**src/rtl/pwm_pkg.sv**
```systemverilog
// Package with shared constants and carrier types for the six-channel waveform generator.
package pwm_pkg;

  // Number of 8-bit channels and of joinable pairs.
  localparam int NUM_CH    = 6;
  localparam int NUM_PAIRS = 3;

  // Value of the counter and direction after reset.
  localparam logic [7:0] CNT_RESET = 8'h00;
  localparam logic       DIR_UP    = 1'b0;
  localparam logic       DIR_DOWN  = 1'b1;

  // Index of the channel whose pin doubles as the shutdown input.
  localparam int SHDN_CH = 5;

  // Per-channel configuration bits that travel together.
  typedef struct packed {
    logic channel_enable_bit;
    logic center_align_select_bit;
    logic channel_polarity_bit;
    logic channel_clock_select_bit;
  } ch_cfg_t;

  // Shutdown control group.
  typedef struct packed {
    logic shutdown_irq_enable;
    logic shutdown_input_enable;
    logic shutdown_function_active;
    logic shutdown_active_level;
  } shdn_ctl_t;

endpackage

```
**src/rtl/pwm_concat.sv**
```systemverilog
// Six-channel waveform generator with pair joining and a shutdown-pin interrupt flag; the flag does not force any waveform pin.
//
// What this block does
// - Alignment bit picks center or left mode.
// - Center mode counts up/down, up at zero.
// - Up-count duty match toggles output.
// - Period match reverses direction downward.
// - Down-count duty match toggles again.
// - Zero on down count: up, reload buffers.
// - Sweep zero to period and back.
// - Three join bits pair channels 45,23,01.
// - Even channel supplies the high bytes.
// - Joined clock from odd channel select.
// - Joined output, polarity on odd channel.
// - Odd enable only; even output held off.
// - Any counter byte write clears whole counter.
// - Joined alignment from odd channel bit.
// - Zero or oversized duty fixes output.
// - Zero period parks counter, output fixed.
// - Reset: count up, disabled, stopped.
// - One shutdown interrupt, gated by enable.
// - Shutdown flag on pin change or arming.
// - Polarity one starts high, drops at duty.
// - Writes buffered while enabled.
`timescale 1ns/1ps
module pwm_concat
  import pwm_pkg::*;
(
  // Clock and reset.
  input  wire logic                  ref_clk,
  input  wire logic                  rst_n,
  // Channel clock ticks: select bit zero takes tick_a, one takes tick_b.
  input  wire logic                  tick_a,
  input  wire logic                  tick_b,
  // Per-channel configuration.
  input  wire ch_cfg_t [NUM_CH-1:0]  cfg,
  // Pair join bits: bit 0 joins 0/1, bit 1 joins 2/3, bit 2 joins 4/5.
  input  wire logic [NUM_PAIRS-1:0]  concat_control_reg,
  // Period, duty and counter writes, one byte per channel.
  input  wire logic [NUM_CH-1:0]     per_we,
  input  wire logic [NUM_CH-1:0]     dty_we,
  input  wire logic [NUM_CH-1:0]     cnt_we,
  input  wire logic [NUM_CH*8-1:0]   wdata,
  // Counter readback, one byte per channel.
  output logic      [NUM_CH*8-1:0]   channel_counter,
  // Waveform pins.
  output logic      [NUM_CH-1:0]     waveform_output_pin,
  // Shutdown control, pin input and status.
  input  wire shdn_ctl_t             shutdown_control_reg,
  input  wire logic                  shdn_pin_in,
  input  wire logic                  shdn_flag_clear,
  output logic                       shutdown_irq_flag,
  output logic                       irq
);

  // Per-pair waveforms and counters from both widths.
  logic [NUM_CH-1:0]   wave8;
  logic [NUM_CH*8-1:0] cnt8;
  logic [NUM_PAIRS-1:0] wave16;
  logic [NUM_PAIRS*16-1:0] cnt16;

  // Each pair holds two 8-bit engines and one 16-bit engine.
  for (genvar p = 0; p < NUM_PAIRS; p++) begin : g_pair
    localparam int HI = 2 * p;      // Even channel, high bytes.
    localparam int LO = 2 * p + 1;  // Odd channel, low bytes.
    logic joined;
    logic tick_hi;
    logic tick_lo;
    assign joined  = concat_control_reg[p];
    // Clock select picks between the two channel clock ticks.
    assign tick_hi = cfg[HI].channel_clock_select_bit ? tick_b : tick_a;
    assign tick_lo = cfg[LO].channel_clock_select_bit ? tick_b : tick_a;

    // The high 8-bit engine is idle whenever the pair is joined.
    pwm_lane #(.W(8)) u_hi (
      .ref_clk   (ref_clk),
      .rst_n     (rst_n),
      .tick      (tick_hi),
      .enable    (cfg[HI].channel_enable_bit && !joined),
      .center    (cfg[HI].center_align_select_bit),
      .polarity  (cfg[HI].channel_polarity_bit),
      .per_we    (per_we[HI] && !joined),
      .per_wdata (wdata[HI*8 +: 8]),
      .dty_we    (dty_we[HI] && !joined),
      .dty_wdata (wdata[HI*8 +: 8]),
      .cnt_we    (cnt_we[HI] && !joined),
      .count     (cnt8[HI*8 +: 8]),
      .wave      (wave8[HI])
    );
    pwm_lane #(.W(8)) u_lo (
      .ref_clk   (ref_clk),
      .rst_n     (rst_n),
      .tick      (tick_lo),
      .enable    (cfg[LO].channel_enable_bit && !joined),
      .center    (cfg[LO].center_align_select_bit),
      .polarity  (cfg[LO].channel_polarity_bit),
      .per_we    (per_we[LO] && !joined),
      .per_wdata (wdata[LO*8 +: 8]),
      .dty_we    (dty_we[LO] && !joined),
      .dty_wdata (wdata[LO*8 +: 8]),
      .cnt_we    (cnt_we[LO] && !joined),
      .count     (cnt8[LO*8 +: 8]),
      .wave      (wave8[LO])
    );

    // Byte writes into the joined engine keep the other byte's buffer.
    logic [15:0] per16_reg;
    logic [15:0] dty16_reg;
    always_ff @(posedge ref_clk) begin
      if (!rst_n) begin
        per16_reg <= 16'h0000;
        dty16_reg <= 16'h0000;
      end else begin
        if (per_we[HI]) begin
          per16_reg[15:8] <= wdata[HI*8 +: 8];
        end
        if (per_we[LO]) begin
          per16_reg[7:0] <= wdata[LO*8 +: 8];
        end
        if (dty_we[HI]) begin
          dty16_reg[15:8] <= wdata[HI*8 +: 8];
        end
        if (dty_we[LO]) begin
          dty16_reg[7:0] <= wdata[LO*8 +: 8];
        end
      end
    end

    // Joined engine takes clock, mode, polarity and enable from the odd channel.
    pwm_lane #(.W(16)) u_wide (
      .ref_clk   (ref_clk),
      .rst_n     (rst_n),
      .tick      (tick_lo),
      .enable    (cfg[LO].channel_enable_bit && joined),
      .center    (cfg[LO].center_align_select_bit),
      .polarity  (cfg[LO].channel_polarity_bit),
      .per_we    (joined && (per_we[HI] || per_we[LO])),
      .per_wdata ({per_we[HI] ? wdata[HI*8 +: 8] : per16_reg[15:8],
                   per_we[LO] ? wdata[LO*8 +: 8] : per16_reg[7:0]}),
      .dty_we    (joined && (dty_we[HI] || dty_we[LO])),
      .dty_wdata ({dty_we[HI] ? wdata[HI*8 +: 8] : dty16_reg[15:8],
                   dty_we[LO] ? wdata[LO*8 +: 8] : dty16_reg[7:0]}),
      .cnt_we    (joined && (cnt_we[HI] || cnt_we[LO])),
      .count     (cnt16[p*16 +: 16]),
      .wave      (wave16[p])
    );

    // Output steering and counter readback per pair.
    always_comb begin
      if (joined) begin
        waveform_output_pin[LO]     = cfg[LO].channel_enable_bit ? wave16[p] : 1'b0;
        waveform_output_pin[HI]     = 1'b0;
        channel_counter[HI*8 +: 8]  = cnt16[p*16 + 8 +: 8];
        channel_counter[LO*8 +: 8]  = cnt16[p*16 +: 8];
      end else begin
        waveform_output_pin[LO]     = cfg[LO].channel_enable_bit ? wave8[LO] : 1'b0;
        waveform_output_pin[HI]     = cfg[HI].channel_enable_bit ? wave8[HI] : 1'b0;
        channel_counter[HI*8 +: 8]  = cnt8[HI*8 +: 8];
        channel_counter[LO*8 +: 8]  = cnt8[LO*8 +: 8];
      end
    end
  end

  // Shutdown pin synchroniser; the first stage feeds only the second.
  logic sync1_reg;
  logic sync2_reg;
  logic sync3_reg;
  logic level_reg;     // Settled pin level, changes once stages two and three agree.
  logic fn_d_reg;      // Delayed function-active bit for edge detection.

  always_ff @(posedge ref_clk) begin
    if (!rst_n) begin
      sync1_reg <= 1'b0;
      sync2_reg <= 1'b0;
      sync3_reg <= 1'b0;
    end else begin
      sync1_reg <= shdn_pin_in;
      sync2_reg <= sync1_reg;
      sync3_reg <= sync2_reg;
    end
  end

  // Settled level follows the pin when the last two stages agree.
  logic level_next;
  assign level_next = (sync2_reg == sync3_reg) ? sync3_reg : level_reg;

  always_ff @(posedge ref_clk) begin
    if (!rst_n) begin
      level_reg <= 1'b0;
      fn_d_reg  <= 1'b0;
    end else begin
      level_reg <= level_next;
      fn_d_reg  <= shutdown_control_reg.shutdown_function_active;
    end
  end

  // Flag set on a pin change or on arming at the active level; set beats clear.
  logic shdn_event;
  assign shdn_event =
    (shutdown_control_reg.shutdown_input_enable && level_next != level_reg) ||
    (shutdown_control_reg.shutdown_function_active && !fn_d_reg &&
     level_reg == shutdown_control_reg.shutdown_active_level);

  always_ff @(posedge ref_clk) begin
    if (!rst_n) begin
      shutdown_irq_flag <= 1'b0;
    end else if (shdn_event) begin
      shutdown_irq_flag <= 1'b1;
    end else if (shdn_flag_clear) begin
      shutdown_irq_flag <= 1'b0;
    end
  end

  // The single interrupt line, gated by its enable.
  assign irq = shutdown_irq_flag && shutdown_control_reg.shutdown_irq_enable;

endmodule

```
**src/rtl/pwm_lane.sv**
```systemverilog
// One waveform engine of configurable width: counter, compare, buffers and output.
`timescale 1ns/1ps
module pwm_lane
  import pwm_pkg::*;
#(
  parameter int W = 8
) (
  // Clock and reset.
  input  wire logic         ref_clk,
  input  wire logic         rst_n,
  // Control.
  input  wire logic         tick,
  input  wire logic         enable,
  input  wire logic         center,
  input  wire logic         polarity,
  // Software writes.
  input  wire logic         per_we,
  input  wire logic [W-1:0] per_wdata,
  input  wire logic         dty_we,
  input  wire logic [W-1:0] dty_wdata,
  input  wire logic         cnt_we,
  // Observation.
  output logic      [W-1:0] count,
  output logic              wave
);

  // Width check at elaboration: the engine serves 8-bit or 16-bit channels only.
  if (W != 8 && W != 16) begin : g_bad_width
    $error("pwm_lane supports only widths 8 and 16");
  end

  logic [W-1:0] per_buf_reg;  // Buffered period written by software.
  logic [W-1:0] dty_buf_reg;  // Buffered duty written by software.
  logic [W-1:0] per_act_reg;  // Active period used by the compare.
  logic [W-1:0] dty_act_reg;  // Active duty used by the compare.
  logic [W-1:0] cnt_reg;      // Channel counter.
  logic         dir_reg;      // Count direction, up after reset.
  logic         ff_reg;       // Output flip-flop, low at start of cycle.
  logic         en_d_reg;     // Enable delayed, to spot a disable.

  logic         per_match;
  logic         dty_match;
  logic         end_left;
  logic         end_center;
  logic         reload;
  logic         step;

  assign per_match  = (cnt_reg == per_act_reg);
  assign dty_match  = (cnt_reg == dty_act_reg);
  // The counter only moves on a channel clock tick while enabled.
  assign step       = tick && enable && (per_act_reg != '0);
  // Left mode ends its period when the count reaches period less one.
  assign end_left   = step && !center && (cnt_reg == per_act_reg - W'(1));
  // Center mode ends when the down count reaches zero.
  // A period of one turns at the top and reaches zero in the same step.
  assign end_center = step && center && cnt_reg == W'(1) && (dir_reg == DIR_DOWN || per_match);
  // Buffers load at period end, on a counter write or on disable.
  assign reload     = end_left || end_center || cnt_we || (en_d_reg && !enable);

  // Buffer registers always capture writes.
  always_ff @(posedge ref_clk) begin
    if (!rst_n) begin
      per_buf_reg <= '0;
      dty_buf_reg <= '0;
    end else begin
      if (per_we) begin
        per_buf_reg <= per_wdata;
      end
      if (dty_we) begin
        dty_buf_reg <= dty_wdata;
      end
    end
  end

  // Active compare registers: direct when disabled, else at reload.
  always_ff @(posedge ref_clk) begin
    if (!rst_n) begin
      per_act_reg <= '0;
      dty_act_reg <= '0;
    end else begin
      if (!enable && per_we) begin
        per_act_reg <= per_wdata;
      end else if (reload) begin
        per_act_reg <= per_we ? per_wdata : per_buf_reg;
      end
      if (!enable && dty_we) begin
        dty_act_reg <= dty_wdata;
      end else if (reload) begin
        dty_act_reg <= dty_we ? dty_wdata : dty_buf_reg;
      end
    end
  end

  // Counter, direction and output flip-flop.
  always_ff @(posedge ref_clk) begin
    if (!rst_n) begin
      cnt_reg <= '0;
      dir_reg <= DIR_UP;
      ff_reg  <= 1'b0;
    end else if (cnt_we) begin
      // A counter write restarts the whole period from zero.
      cnt_reg <= '0;
      dir_reg <= DIR_UP;
      ff_reg  <= 1'b0;
    end else if (per_act_reg == '0) begin
      // Zero period parks the counter on the next tick.
      if (tick) begin
        cnt_reg <= '0;
        dir_reg <= DIR_UP;
        ff_reg  <= 1'b0;
      end
    end else if (step) begin
      if (!center) begin
        // Left aligned: count up, clear at period end.
        if (end_left) begin
          cnt_reg <= '0;
          ff_reg  <= 1'b0;
        end else begin
          cnt_reg <= cnt_reg + W'(1);
          if (cnt_reg + W'(1) == dty_act_reg) begin
            ff_reg <= ~ff_reg;
          end
        end
        dir_reg <= DIR_UP;
      end else if (dir_reg == DIR_UP) begin
        // Up count; period match turns direction down.
        if (per_match && cnt_reg == W'(1)) begin
          // The next count is zero, so the direction must stay up.
          cnt_reg <= '0;
          ff_reg  <= 1'b0;
        end else if (per_match) begin
          dir_reg <= DIR_DOWN;
          cnt_reg <= cnt_reg - W'(1);
          if (cnt_reg - W'(1) == dty_act_reg) begin
            ff_reg <= ~ff_reg;
          end
        end else begin
          cnt_reg <= cnt_reg + W'(1);
          if (cnt_reg + W'(1) == dty_act_reg) begin
            ff_reg <= ~ff_reg;
          end
        end
      end else begin
        // Down count; reaching zero turns direction up.
        cnt_reg <= cnt_reg - W'(1);
        if (cnt_reg == W'(1)) begin
          dir_reg <= DIR_UP;
          ff_reg  <= 1'b0;
        end else if (cnt_reg - W'(1) == dty_act_reg) begin
          ff_reg <= ~ff_reg;
        end
      end
    end
  end

  // Delayed enable for disable detection.
  always_ff @(posedge ref_clk) begin
    if (!rst_n) begin
      en_d_reg <= 1'b0;
    end else begin
      en_d_reg <= enable;
    end
  end

  // Output with boundary cases; flip-flop high means past duty point.
  always_ff @(posedge ref_clk) begin
    if (!rst_n) begin
      wave <= 1'b0;
    end else if (per_act_reg == '0) begin
      wave <= polarity;
    end else if (dty_act_reg == '0) begin
      wave <= ~polarity;
    end else if (dty_act_reg >= per_act_reg) begin
      wave <= polarity;
    end else begin
      // Polarity one starts high and drops at the duty match.
      wave <= polarity ^ ff_reg;
    end
  end

  assign count = cnt_reg;

endmodule

```
**config.mk**
```make
export PLATFORM = sky130hd
export DESIGN_NAME = pwm_concat
export DESIGN_NICKNAME = d
export VERILOG_FILES = /design/src/rtl/pwm_pkg.sv /design/src/rtl/pwm_concat.sv /design/src/rtl/pwm_lane.sv
export SDC_FILE = /design/constraint.sdc
export NUM_CORES = 2
export LEC_CHECK = 0
export BUFFER_PORTS_ARGS = -buffer_cell sky130_fd_sc_hd__buf_4
export CAP_MARGIN = 5
export CORE_MARGIN = 2
export CORE_UTILIZATION = 25
export DETAILED_ROUTE_END_ITERATION = 8
export PLACE_DENSITY = 0.42
export SLEW_MARGIN = 30
export SYNTH_ARGS = -nofsm -noshare
export SYNTH_HDL_FRONTEND = slang
export SYNTH_SLANG_ARGS = --single-unit
```
**constraint.sdc**
```tcl
create_clock -name ref_clk -period 4.5 [get_ports ref_clk]
set_clock_uncertainty 0.15 [all_clocks]
set_input_delay 0 -clock ref_clk [delete_from_list [all_inputs] [get_ports ref_clk]]
set_output_delay 0 -clock ref_clk [all_outputs]
set_load 0.05 [all_outputs]
```
==> flow_metrics.py <==
metrics = {
    "power": {
        "cellLeakagePower_nw": 17.7,
        "p_per_area_nw_per_um2": 373,
        "vdd_drop_max_mv": 0.261,
    },
    "global_routing": {
        "antenna_found_initial": 11,
        "overflow": 0,
        "grt_use_met2_pct": 26.4,
        "grt_util_all_layers_pct": 16.4,
        "grt_util_met1_pct": 22.6,
        "grt_pass1_vias": 31915,
        "grt_pass1_wl_um": 198000,
        "grt_max_degree": 122,
        "grt_busiest_layer": "met2",
        "grt_use_met3_pct": 2.22,
    },
    "floorplanning": {
        "die_x_um": 392,
        "fp.dieH_um": 392,
        "floorplan.initialDensity_pct": 25.2,
        "pin_count": 159,
        "core_area_um2": 150000,
        "die_area_um2": 154000,
        "placementRows": 142,
    },
    "sta": {
        "holdWs_ps": 48.7,
        "layout_setup_ws_ps": 646,
        "final_max_slew_viol_count": 0,
        "min_period_ps": 3850,
        "hold_violations": 0,
        "finalSetupViolCount": 0,
        "finalCritPeriodShare_pct": 85.6,
        "rsz0062_at_grt": "no",
        "relSlewSlack_pct": 37.6,
        "max_freq_ghz": 0.259,
        "worst_pin_slew_ps": 935,
        "setup_tns_ps": 0,
    },
    "routing": {
        "avgRoutedWirePerCell_um": 19.0,
        "vias": 33067,
        "wirelength_um": 128000,
        "drt_iter0_markers": 2197,
        "drc_errors": 0,
        "viasPerCell": 4.89,
        "first_pass_iters": 7,
        "postRouteAntennaNets": 0,
    },
    "worst_setup_path": {
        "end_kind": "flop",
        "startpoint_type": "flop",
        "arrival_ps": 4260,
        "rrSetupSlack_ps": 650,
        "reg2regPathDepth": 9,
        "reg2reg_from": "g_pair[0].u_hi.per_act_reg[2]$_SDFFE_PN0P_",
        "path_class": "reg -> reg",
        "cp_max_fo": 11,
        "rr_endpoint": "g_pair[0].u_hi.count[6]$_SDFFE_PP0P_",
        "critPathRequiredTime_ps": 4900,
    },
    "cells_and_area": {
        "multi_input_area_um2": 23400,
        "syn_to_final_growth_pct": 18.9,
        "final_nets": 4918,
        "n_fill_cell": 16149,
        "ff_latch_area_um2": 12400,
        "drive_above_1_share_pct": 13.4,
    },
    "cts": {
        "cts_made_buffers": 80,
        "clock_sinks": 618,
        "root_buffer": "clkbuf_16",
        "insertion_delay_ps": 670,
        "cts_tree": "yes",
        "clk_pin_slew_worst_paths_ps": 60,
        "cts_resized": 0,
        "ctsLongestPathBuffers": 3,
        "htree_levels": 3,
    },
    "yosys": {
        "synth_top_area_share_pct": 32.9,
        "syn-num-nets": 4791,
        "ys_seq_area_share_pct": 32.9,
        "synth-async-reset-ratio_pct": 0,
        "yosys_warnings": 0,
        "synth_cell_types": 87,
        "syn_area_per_cell_um2": 8.27,
        "synth-edff-count": 0,
        "synth_adder_area_share_pct": 4.49,
        "ys_ff_latch": 618,
        "yosys.area_share.simple_pct": 22.4,
        "post-synth-top-area-cell": "dfxtp_1",
        "synthTopCellsByArea": "dfxtp_1, nor2_1, mux2_2",
        "synth_top_flop_cell": "dfxtp_1",
        "synth_cells": 4553,
        "post_synth_instance_area_um2": 37600,
        "synth_top_family_by_area": "simple AND/OR/NAND/NOR gates",
        "synth_mux_area_share_pct": 10.9,
        "synth_compound_area_share_pct": 15.5,
        "synth_xor_area_share_pct": 8.75,
    },
    "min_path": {
        "hold_end": "g_pair[0].u_hi.dir_reg$_SDFFE_PP0P_",
        "min_path_type": "in -> reg",
        "whs_path_depth": 5,
        "min-delay-start": "cfg[0]",
    },
    "run_status": {
        "outcome": "complete, no violations",
    },
    "run": {
        "maxCapViolCount": 0,
    },
    "placed_design": {
        "preCtsSetupSlack_ps": 745,
        "io_buffer_count": 158,
        "dp_hpwl_um": 93800,
        "gp_congestion": 0.893,
    },
}
cell families (layout without fill, tap and decap cells):
logic type	Yosys count	count (layout)
multiplexers	385	385
buffers and inverters	494	680
AO/OA/AOI/OAI	848	848
XOR/XNOR	376	376
AND/OR/NAND/NOR	1697	1697
flip-flops	618	618
other	0	7
adder cells (fa/ha/maj)	135	135
cell type report:
type                            count  share of cell area [%]
Multi-Input combinational cell   3441                    52.3
Sequential cell                   618                    27.6
Timing Repair Buffer              364                    6.88
Tap cell                         2016                    5.64
Clock buffer                      109                    5.17
Inverter                          175                    1.48
Clock inverter                     32                   0.892
Antenna cell                        7                  0.0391
where the power goes:
part           switching (mW)  internal, mW  leakage, nW
clock                    2.64          4.05         1.33
sequential              0.411          5.82         5.07
combinational            2.18          1.58         11.3
total                    5.23          11.5         17.7
through the flow:
step           power [mW]  cell area [µm²]  std cells  util, %
6_report             16.7            44800       6762     29.9
5_1_grt              17.6            44800       6760     29.9
4_1_cts              16.9            44700       6755     29.9
3_5_place_dp         10.0            40700       6486     27.2
3_3_place_gp         10.0            40700       6486     27.2
2_1_floorplan        8.91            37600       4553        -
synthesized netlist by cell type (138+ instances only):
library cell and count:
and2_1 138, mux2i_1 179, o21ai_0 149, mux2_2 204, dfxtp_1 618, a211oi_1 175
xor2_1 149, clkbuf_1 275, nand2_1 258, inv_1 174, xnor2_1 227, nor2_1 617
worst max path at each step:
stage | from | to | slack [ps] | depth (start not counted)
5_1_grt | g_pair[2].u_wide.count[0]$_SDFFE_PP0P_ | g_pair[2].u_wide.ff_reg$_SDFFE_PP0P_ | 270 | 10
4_1_cts | g_pair[0].u_hi.per_act_reg[2]$_SDFFE_PN0P_ | g_pair[0].u_hi.count[6]$_SDFFE_PP0P_ | 700 | 9
3_5_place_dp | g_pair[2].u_wide.count[0]$_SDFFE_PP0P_ | g_pair[2].u_wide.ff_reg$_SDFFE_PP0P_ | 740 | 11
6_report | g_pair[0].u_hi.per_act_reg[2]$_SDFFE_PN0P_ | g_pair[0].u_hi.count[6]$_SDFFE_PP0P_ | 650 | 9
2_1_floorplan | g_pair[0].u_lo.count[0]$_SDFFE_PP0P_ | g_pair[0].u_lo.ff_reg$_SDFFE_PP0P_ | 1200 | 12
3_3_place_gp | g_pair[2].u_wide.per_act_reg[2]$_SDFFE_PN0P_ | g_pair[2].u_wide.dty_act_reg[10]$_SDFFE_PN0P_ | 830 | 9
metal layers:
metal / wire length, µm / up-vias
met2: 58200 / 671
met4: 3120 / 10
met1: 61800 / 15806
li1: - / 16406
met5: 62 / -
met3: 5270 / 174
placed cells by master, fill, tap and decap left out, drive strengths merged, types with 28 or more instances in the layout:
master       synthesis  routed
a31oi               39      39
and2               139     139
dfxtp              618     618
o21a                36      36
xor2               149     149
nor2               617     617
xnor2              227     227
nand3              105     105
mux2               206     206
nand2              258     258
clkbuf             276     109
buf                 43     236
nor4                92      92
a211oi             177     177
or3                 28      28
inv                174     178
mux2i              179     179
a21o                37      37
a22oi               32      32
and3                46      46
nor3               124     124
o21ai              162     162
nand2b              77      77
dlygate4sd3          0     128
ha                 135     135
a21oi              140     140
nand4               67      67
worst max-delay path, cell delays in order, from the launching register on:
cell           delay, ps
dfxtp_1              360
nor4_1               700
nand4_1              330
a21o_1               390
nand2b_1             250
a2111oi_0            470
nor2_1               270
a22oi_1              200
nor2_1                50
dlygate4sd3_1        560
timing repair:
item	4_1_cts	5_1_grt
hold buffers	128	0
hold endpoints to repair	600	0
buffers inserted	0	0
No activity file was read; power rests on OpenSTA's default activity.
